===== src/irq_ctrl_regs.vh =====
// Vector addresses, level codes and sizes of the multilevel interrupt controller.
`ifndef IRQ_CTRL_REGS_VH
`define IRQ_CTRL_REGS_VH

// ****************************************************************
// Sizes
// ****************************************************************
`define IRQ_NUM_SRC 32
`define IRQ_SRC_IDX_W 5
`define IRQ_VEC_W 16

// ****************************************************************
// Level encodings
// ****************************************************************
`define IRQ_LVL_OFF 2'h0
`define IRQ_LVL_LOW 2'h1
`define IRQ_LVL_MED 2'h2
`define IRQ_LVL_HIGH 2'h3

// ****************************************************************
// Reset and idle values
// ****************************************************************
`define IRQ_RR_LAST_RESET 5'h1F
`define IRQ_NO_VECTOR 16'hFFFF

// ****************************************************************
// Vector word addresses
// ****************************************************************
`define RESET_VECTOR 16'h0000
`define OSC_FAIL_VECTOR 16'h0002
`define PORT_R_PIN_VECTOR 16'h0004
`define DMA_VECTOR_BASE 16'h0006
`define RTC_VECTOR_BASE 16'h000E
`define PORT_C_PIN_VECTOR 16'h0012
`define TWOWIRE_C_VECTOR_BASE 16'h0014
`define TIMER_C_QUAD_VECTOR_BASE 16'h0018
`define TIMER_C_DUAL_VECTOR_BASE 16'h0024
`define SPI_C_VECTOR 16'h002C
`define SERIAL_C_VECTOR_BASE 16'h002E
`define NONVOL_VECTOR_BASE 16'h0034
`define PROGLOGIC_VECTOR_BASE 16'h0038
`define PORT_A_PIN_VECTOR 16'h003C
`define COMPARATOR_A_VECTOR_BASE 16'h003E
`define CONVERTER_A_VECTOR_BASE 16'h0044
`define PORT_D_PIN_VECTOR 16'h0046
`define TIMER_D_DUAL_VECTOR_BASE 16'h0048
`define SERIAL_D_VECTOR_BASE 16'h0050

`endif


===== src/multilevel_irq_ctrl.v =====
// Multilevel interrupt controller with level preemption and vector output.
`timescale 1ns/1ps
`include "irq_ctrl_regs.vh"

// Overview of operation
// - Sources request only when enabled and pending.
// - Each source picks low, medium or high.
// - Medium preempts running low handler.
// - High preempts medium and low handlers.
// - Same level: lowest vector address wins.
// - Optional round-robin rotation for low level.
// - Oscillator failure interrupt ignores level enables.
// - Acknowledge loads program counter with vector.
// - Vector is peripheral base plus offset when src_in_peripheral is set, else the base alone.
// - Vectors are program word addresses.
// - Table relocatable to boot loader section.
// - Reset at 0x0000, oscillator failure 0x0002.
// - Pin-change vectors for ports R, C, A.
// - DMA, RTC, two-wire base addresses.
// - Timer base addresses for ports C, D.
// - SPI vector for port C, serial vectors for ports C, D.
// - Nonvolatile, logic, comparator base addresses.
// - Converter base and port D pin vector.

module multilevel_irq_ctrl (
	// Clock and reset
	input wire mclk,
	input wire rst,
	// Peripheral sources: asynchronous conditions and configuration
	input wire [31:0] src_cond,
	input wire [31:0] src_enable,
	input wire [63:0] src_level,
	input wire [159:0] src_offset,
	input wire [31:0] src_in_peripheral,
	// Non-maskable oscillator failure condition, asynchronous
	input wire osc_fail,
	// Controller configuration
	input wire low_enable,
	input wire med_enable,
	input wire high_enable,
	input wire round_robin,
	input wire boot_vectors,
	input wire [15:0] boot_base,
	// Core handshake
	input wire core_ready,
	input wire handler_return,
	// Core side outputs
	output reg irq_req,
	output reg pc_load,
	output reg [15:0] pc_vector,
	output reg [4:0] ack_src,
	output reg ack_nmi,
	// Status
	output reg nmi_active,
	output reg high_active,
	output reg med_active,
	output reg low_active,
	output reg [4:0] rr_last
);

// ****************************************************************
// Synchronisers
// ****************************************************************
reg [31:0] cond_s1;
reg [31:0] cond_s2;
reg osc_s1;
reg osc_s2;

always @(posedge mclk) begin
	if (rst) begin
		cond_s1 <= 32'h00000000;
		cond_s2 <= 32'h00000000;
	end else begin
		cond_s1 <= src_cond;
		cond_s2 <= cond_s1;
	end
end

// The oscillator failure line has its own pair of flops.
always @(posedge mclk) begin
	if (rst) begin
		osc_s1 <= 1'b0;
		osc_s2 <= 1'b0;
	end else begin
		osc_s1 <= osc_fail;
		osc_s2 <= osc_s1;
	end
end

// ****************************************************************
// Vector base table
// ****************************************************************
// Source indexes 0x00 to 0x10 map to a peripheral base, the others to IRQ_NO_VECTOR; a source with its src_in_peripheral
// bit set adds its own offset, any other source uses the base alone.
function [15:0] base_of;
	input [4:0] idx;
	begin
		case (idx)
			5'h00: base_of = `PORT_R_PIN_VECTOR;
			5'h01: base_of = `DMA_VECTOR_BASE;
			5'h02: base_of = `RTC_VECTOR_BASE;
			5'h03: base_of = `PORT_C_PIN_VECTOR;
			5'h04: base_of = `TWOWIRE_C_VECTOR_BASE;
			5'h05: base_of = `TIMER_C_QUAD_VECTOR_BASE;
			5'h06: base_of = `TIMER_C_DUAL_VECTOR_BASE;
			5'h07: base_of = `SPI_C_VECTOR;
			5'h08: base_of = `SERIAL_C_VECTOR_BASE;
			5'h09: base_of = `NONVOL_VECTOR_BASE;
			5'h0A: base_of = `PROGLOGIC_VECTOR_BASE;
			5'h0B: base_of = `PORT_A_PIN_VECTOR;
			5'h0C: base_of = `COMPARATOR_A_VECTOR_BASE;
			5'h0D: base_of = `CONVERTER_A_VECTOR_BASE;
			5'h0E: base_of = `PORT_D_PIN_VECTOR;
			5'h0F: base_of = `TIMER_D_DUAL_VECTOR_BASE;
			5'h10: base_of = `SERIAL_D_VECTOR_BASE;
			default: base_of = `IRQ_NO_VECTOR;
		endcase
	end
endfunction

// ****************************************************************
// Request qualification and per-source vectors
// ****************************************************************
reg [31:0] req;
reg [15:0] vec [0:31];
reg [1:0] lvl [0:31];
integer i;

always @* begin
	for (i = 0; i < 32; i = i + 1) begin
		lvl[i] = src_level[2*i +: 2];
		req[i] = cond_s2[i] & src_enable[i] &
			(lvl[i] != `IRQ_LVL_OFF);
		// Word address: base plus offset, no byte scaling.
		vec[i] = base_of(i[4:0]) +
			(src_in_peripheral[i] ? {11'h000, src_offset[5*i +: 5]}
			: 16'h0000);
	end
end

// ****************************************************************
// Selection per level
// ****************************************************************
reg [31:0] req_hi;
reg [31:0] req_md;
reg [31:0] req_lo;
reg found_hi;
reg found_md;
reg found_lo;
reg [4:0] sel_hi;
reg [4:0] sel_md;
reg [4:0] sel_lo;
reg [15:0] best_hi;
reg [15:0] best_md;
reg [15:0] best_lo;
reg [4:0] rr_dist;
reg [4:0] best_dist;
integer j;
integer k;
integer m;
integer n;

// Split of the qualified requests by level.
always @* begin
	for (j = 0; j < 32; j = j + 1) begin
		req_hi[j] = req[j] & (lvl[j] == `IRQ_LVL_HIGH);
		req_md[j] = req[j] & (lvl[j] == `IRQ_LVL_MED);
		req_lo[j] = req[j] & (lvl[j] == `IRQ_LVL_LOW);
	end
end

// High level: the lowest vector address wins.
always @* begin
	found_hi = 1'b0;
	sel_hi = 5'h00;
	best_hi = `IRQ_NO_VECTOR;
	for (k = 0; k < 32; k = k + 1) begin
		if (req_hi[k] && (!found_hi || vec[k] < best_hi)) begin
			found_hi = 1'b1;
			best_hi = vec[k];
			sel_hi = k[4:0];
		end
	end
end

// Medium level: the lowest vector address wins.
always @* begin
	found_md = 1'b0;
	sel_md = 5'h00;
	best_md = `IRQ_NO_VECTOR;
	for (n = 0; n < 32; n = n + 1) begin
		if (req_md[n] && (!found_md || vec[n] < best_md)) begin
			found_md = 1'b1;
			best_md = vec[n];
			sel_md = n[4:0];
		end
	end
end

// Low level: fixed order, or a round robin that starts its search just
// after the source served last, so that no low source waits forever.
always @* begin
	found_lo = 1'b0;
	sel_lo = 5'h00;
	best_lo = `IRQ_NO_VECTOR;
	best_dist = 5'h1F;
	rr_dist = 5'h00;
	for (m = 0; m < 32; m = m + 1) begin
		rr_dist = m[4:0] - rr_last - 5'h01;
		if (req_lo[m] && (round_robin ? (!found_lo || rr_dist < best_dist)
			: (!found_lo || vec[m] < best_lo))) begin
			found_lo = 1'b1;
			best_lo = vec[m];
			best_dist = rr_dist;
			sel_lo = m[4:0];
		end
	end
end

// ****************************************************************
// Preemption decision
// ****************************************************************
reg take_nmi;
reg take_hi;
reg take_md;
reg take_lo;

always @* begin
	take_nmi = osc_s2 & ~nmi_active;
	take_hi = found_hi & high_enable & ~high_active & ~nmi_active;
	take_md = found_md & med_enable & ~high_active & ~med_active &
		~nmi_active;
	take_lo = found_lo & low_enable & ~high_active & ~med_active &
		~low_active & ~nmi_active;
end

// ****************************************************************
// Acknowledge and level bookkeeping
// ****************************************************************
reg any_take;
reg [15:0] next_vector;
reg next_irq_req;
reg next_pc_load;
reg [15:0] next_pc_vector;
reg [4:0] next_ack_src;
reg next_ack_nmi;
reg next_nmi_active;
reg next_high_active;
reg next_med_active;
reg next_low_active;
reg [4:0] next_rr_last;

always @* begin
	any_take = take_nmi | take_hi | take_md | take_lo;
	if (take_nmi)
		next_vector = `OSC_FAIL_VECTOR;
	else if (take_hi)
		next_vector = best_hi;
	else if (take_md)
		next_vector = best_md;
	else
		next_vector = best_lo;
	if (boot_vectors)
		next_vector = next_vector + boot_base;
end

// Next state of the core side outputs and of the levels in service. A
// return blocks any acknowledge in its cycle, so a level being released
// is never taken again at the same edge.
always @* begin
	next_irq_req = any_take;
	next_pc_load = 1'b0;
	next_pc_vector = pc_vector;
	next_ack_src = ack_src;
	next_ack_nmi = 1'b0;
	next_nmi_active = nmi_active;
	next_high_active = high_active;
	next_med_active = med_active;
	next_low_active = low_active;
	next_rr_last = rr_last;
	if (handler_return) begin
		// Release the highest level in service.
		if (nmi_active)
			next_nmi_active = 1'b0;
		else if (high_active)
			next_high_active = 1'b0;
		else if (med_active)
			next_med_active = 1'b0;
		else
			next_low_active = 1'b0;
	end else if (core_ready && any_take) begin
		next_pc_load = 1'b1;
		next_pc_vector = next_vector;
		if (take_nmi) begin
			next_nmi_active = 1'b1;
			next_ack_nmi = 1'b1;
		end else if (take_hi) begin
			next_high_active = 1'b1;
			next_ack_src = sel_hi;
		end else if (take_md) begin
			next_med_active = 1'b1;
			next_ack_src = sel_md;
		end else begin
			next_low_active = 1'b1;
			next_ack_src = sel_lo;
			next_rr_last = sel_lo;
		end
	end
end

// ****************************************************************
// Output registers
// ****************************************************************
always @(posedge mclk) begin
	if (rst) begin
		irq_req <= 1'b0;
		pc_load <= 1'b0;
		pc_vector <= `RESET_VECTOR;
		ack_src <= 5'h00;
		ack_nmi <= 1'b0;
		nmi_active <= 1'b0;
		high_active <= 1'b0;
		med_active <= 1'b0;
		low_active <= 1'b0;
		rr_last <= `IRQ_RR_LAST_RESET;
	end else begin
		irq_req <= next_irq_req;
		pc_load <= next_pc_load;
		pc_vector <= next_pc_vector;
		ack_src <= next_ack_src;
		ack_nmi <= next_ack_nmi;
		nmi_active <= next_nmi_active;
		high_active <= next_high_active;
		med_active <= next_med_active;
		low_active <= next_low_active;
		rr_last <= next_rr_last;
	end
end

endmodule // multilevel_irq_ctrl


===== config.mk =====
export PLATFORM = sky130hd
export DESIGN_NAME = multilevel_irq_ctrl
export DESIGN_NICKNAME = d
export VERILOG_FILES = /design/src/multilevel_irq_ctrl.v
export VERILOG_INCLUDE_DIRS = /design/src
export SDC_FILE = /design/constraint.sdc
export NUM_CORES = 2
export LEC_CHECK = 0
export BUFFER_PORTS_ARGS = -buffer_cell sky130_fd_sc_hd__buf_2
export CAP_MARGIN = 15
export CORE_MARGIN = 3
export CORE_UTILIZATION = 50
export DETAILED_ROUTE_END_ITERATION = 8
export PLACE_DENSITY = 0.67
export SLEW_MARGIN = 25
export SYNTH_ARGS = -nofsm -noshare
export SYNTH_HDL_FRONTEND = slang
export SYNTH_SLANG_ARGS = --single-unit
export TNS_END_PERCENT = 50

===== constraint.sdc =====
create_clock -name mclk -period 102.9 [get_ports mclk]
set_input_delay 5.145 -clock mclk [delete_from_list [all_inputs] [get_ports mclk]]
set_output_delay 5.145 -clock mclk [all_outputs]
set_load 0.005 [all_outputs]

==> impl_summary.txt <==
----------------------------------------------------
[Run status]
  Status ... complete, no violations

[Floorplanning]
  Die width ... 288.5 µm
  Y dimension of the die ... 288.5 µm
  Core region area ... 78230 µm²
  Initial cell density of the core ... 0.5099
  Number of core rows ... 102
  Full die area ... 83210 µm²
  Number of ports placed on the die boundary ... 379

[Clocking]
  Later-pin clock latency in the skew report ... 0.46 ns
  CTS Buf Count ... 9
  Htree depth ... 3
  CTS sink count ... 99
  Resized cells post-CTS ... 0
  CTS tree ... yes
  Clock-pin slew reported for the worst setup and hold paths after clock tree synthesis ... 0.12 ns
  Buffer cell driving the clock tree root ... sky130_fd_sc_hd__clkbuf_16
  Setup bufs post-CTS ... 0
  Buffer levels on the longest clock path ... 2
  Total of hold buffers inserted after clock tree synthesis ... 0

[Timing]
  Max Freq ... 11.87 MHz
  Headroom to the max-slew limit ... 0.2843
  Fin crit period ... 84.21 ns
  Final setup fails ... 0
  Actual slew at the worst max-slew pin ... 1.067 ns
  Final-layout setup total negative slack ... 0 ns
  Number of hold violations in the final report ... 0
  Post-route clock skew ... 0.02769 ns
  Unrepaired setup endpoints after global routing ... false
  Max Slew Vio Count ... 0
  Final critical-path share of the clock period ... 0.8184

[Route]
  Drt first pass iters ... 8
  Vias per inst ... 6.357
  Antenna-violating nets left ... 0
  Iteration-0 DRC Markers ... 3950
  Overall routed net length ... 145400 µm
  Average wire per cell in the routed design ... 20.64 µm
  DRC violations left ... 0
  Number of vias in the routed layout ... 44780

[Logic synthesis]
  Flip-flop and latch count after synthesis ... 99
  Most instantiated flip-flop cell in the synthesis netlist ... sky130_fd_sc_hd__dfxtp_1
  EDFF count, synth ... 0
  Syn_nets ... 6831
  Proportion of synthesized chip area in sequential cells ... 0.04968
  Average size of a mapped cell ... 6.985 µm²
  Async SR Flop Fraction ... 0
  Count of different cell masters after synthesis ... 127
  Warnings from Yosys ... 0
  Post-synthesis cell count ... 5711
  Area of the mapped netlist ... 39890 µm²

[Setup path]
  Largest driver fanout on the critical path ... 26
  Buffering stage count on the worst path with inverters included ... 13
  RR Startpoint ... rr_last[0]
  CP Capture Type ... register
  Slowest cell delay on critical path ... 0.85 ns
  Worst EP arrival ... 84.57 ns
  Most numerous cell on the critical path ... sky130_fd_sc_hd__ha_1
  Cell family with most CP delay ... compound AO/OA/AOI/OAI gates
  Slowest cell on crit path ... sky130_fd_sc_hd__a2111oi_0
  Critical Path Source Type ... primary input
  Crit. Startpoint ... src_in_peripheral[1]
  Kind of critical path ... in -> reg
  Required @ worst endpoint ... 103.25 ns

[Finish]
  Top library cells by usage in the layout, fill and taps aside ... sky130_fd_sc_hd__ha_1, sky130_fd_sc_hd__nor2_1, sky130_fd_sc_hd__nand2_1
  Proportion of layout cells with a drive suffix above 1 ... 0.1276
  Most common cell after layout, fill and taps aside ... sky130_fd_sc_hd__ha_1
  Filler instances ... 7734
  Area overhead of the layout relative to synthesis ... 8.569%
  Multi-input logic area ... 36150 µm²
  Finished layout cell area ... 43310 µm²
  Number of nets in the finished design ... 7118
  Area used by sequential logic in the layout ... 1983 µm²

[Hold path]
  Path category of the worst min-delay check ... reg -> reg
  Worst hold start ... cond_s1[6]

[Global route]
  Number of antenna violations at the first check in global routing ... 3
  Global-route wire length before repair ... 227300 µm
  Largest net degree at the start of global routing ... 68
  All-layer global routing usage ... 0.3347
  Remaining global-route overflow ... 0
  Vias in the first global route ... 41710

[Pwr]
  Pwr per Cell Area ... 8.610 nW/µm²
  Static Leakage ... 21.59 nW
  Worst vdd rail ir drop ... 0.01074 mV

[Placed design]
  Detailed Place HPWL ... 121200 µm
  Weighted congestion reported at the end of routability-driven placement ... 0.9673
  Placed standard-cell area ... 42920 µm²
  IO buf count ... 378

[Run]
  Maximum capacitance violations ... 0

----------------------------------------------------
-- final cells by class --
cell class / instances / share of cell area
Antenna cell: 2 / 0.0001156
Clock buffer: 9 / 0.005200
Clock inverter: 7 / 0.002051
Inverter: 332 / 0.02877
Multi-Input combinational cell: 5123 / 0.8348
Sequential cell: 99 / 0.04579
Tap cell: 1040 / 0.03004
Timing Repair Buffer: 433 / 0.05327
-- flip-flops by register name, indices dropped and copies added (netlist names), 5 cells and up --
signal	cells
cond_s2	32
ack_src	5
rr_last	5
cond_s1	32
pc_vector	16
-- cells by family after synthesis --
family                     count (synthesis)  share of synthesized area
AOI/OAI and AO/OA                       1847                     0.3051
muxes                                    286                    0.07832
xor gates and xnor gates                  74                    0.01625
DFF                                       99                    0.04968
buffers and inverters                    489                    0.04711
adders and majority gates                777                     0.2437
and+or+nand+nor                         2139                     0.2599
-- where the power goes --
group | internal (mW) | switching [mW]
combinational | 0.113 | 0.175
clock | 0.0176 | 0.0257
sequential | 0.0406 | 0.00144
-- synth_stat cells, types with 36 or more instances --
| library cell | count | area share |
|---|---|---|
| sky130_fd_sc_hd__o211ai_1 | 56 | 0.011 |
| sky130_fd_sc_hd__a21o_1 | 157 | 0.030 |
| sky130_fd_sc_hd__and3_1 | 41 | 0.0064 |
| sky130_fd_sc_hd__nand3_1 | 144 | 0.018 |
| sky130_fd_sc_hd__dfxtp_1 | 99 | 0.050 |
| sky130_fd_sc_hd__clkbuf_1 | 125 | 0.012 |
| sky130_fd_sc_hd__a211o_1 | 38 | 0.0083 |
| sky130_fd_sc_hd__a211oi_1 | 64 | 0.012 |
| sky130_fd_sc_hd__a31oi_1 | 66 | 0.010 |
| sky130_fd_sc_hd__nor2b_1 | 115 | 0.018 |
| sky130_fd_sc_hd__and2_1 | 86 | 0.013 |
| sky130_fd_sc_hd__o21a_1 | 98 | 0.018 |
| sky130_fd_sc_hd__nor2_1 | 616 | 0.058 |
| sky130_fd_sc_hd__mux2_2 | 181 | 0.051 |
| sky130_fd_sc_hd__ha_1 | 773 | 0.24 |
| sky130_fd_sc_hd__o21ai_0 | 407 | 0.051 |
| sky130_fd_sc_hd__mux2i_1 | 93 | 0.023 |
| sky130_fd_sc_hd__inv_1 | 322 | 0.030 |
| sky130_fd_sc_hd__a21oi_1 | 511 | 0.064 |
| sky130_fd_sc_hd__o22ai_1 | 36 | 0.0056 |
| sky130_fd_sc_hd__nor3_1 | 121 | 0.015 |
| sky130_fd_sc_hd__o31ai_1 | 47 | 0.0088 |
| sky130_fd_sc_hd__or3_1 | 53 | 0.0083 |
| sky130_fd_sc_hd__nand4_1 | 102 | 0.016 |
| sky130_fd_sc_hd__nand2b_1 | 67 | 0.011 |
| sky130_fd_sc_hd__xnor2_1 | 50 | 0.011 |
| sky130_fd_sc_hd__nand2_1 | 592 | 0.056 |
| sky130_fd_sc_hd__nand4b_1 | 39 | 0.0086 |
-- stage by stage --
stage / util / hold WS (ns) / power [mW] / worst slack, ns / cells
2_1_floorplan: - / 0.4138 / 0.2420 / 26.77 / 5711
3_3_place_gp: 0.5485 / 0.4167 / 0.3195 / 21.28 / 7027
3_5_place_dp: 0.5486 / 0.4258 / 0.3227 / 19.09 / 7027
4_1_cts: 0.5526 / 0.4488 / 0.3682 / 19.16 / 7043
5_1_grt: 0.5536 / 0.4605 / 0.4100 / 11.84 / 7045
6_report: 0.5536 / 0.4374 / 0.3729 / 18.69 / 7045
-- final timing paths --
| kind | endpoint | cells past startpoint | slack, ns |
|---|---|---|---|
| hold / removal | cond_s2[6] | 1 | 0.44 |
| setup / recovery | pc_vector[15] | 318 | 18.69 |
| setup reg to reg | pc_vector[15] | 319 | 22.55 |
| hold reg to reg | cond_s2[6] | 1 | 0.44 |
-- worst reg2reg max path, delay by kind of cell (launching register included) --
family          cells  cell delay, ns
mux                16            5.90
compound gates    160           38.74
flops               1            0.80
fa+ha+maj          33           10.11
buf+inv            15            2.77
xor+xnor            2            0.31
simple gates       93           21.63
-- layer usage --
layer	up-vias	routed length, µm	share of wire	GRT usage
li1	22020	-	-	-
met1	20840	64580	0.44	0.4459
met2	1680	66670	0.46	0.5635
met3	238	9750	0.067	0.03323
met4	0	4426	0.030	0.1118
met5	-	0	0	0
(Power assumes the default switching activity.)
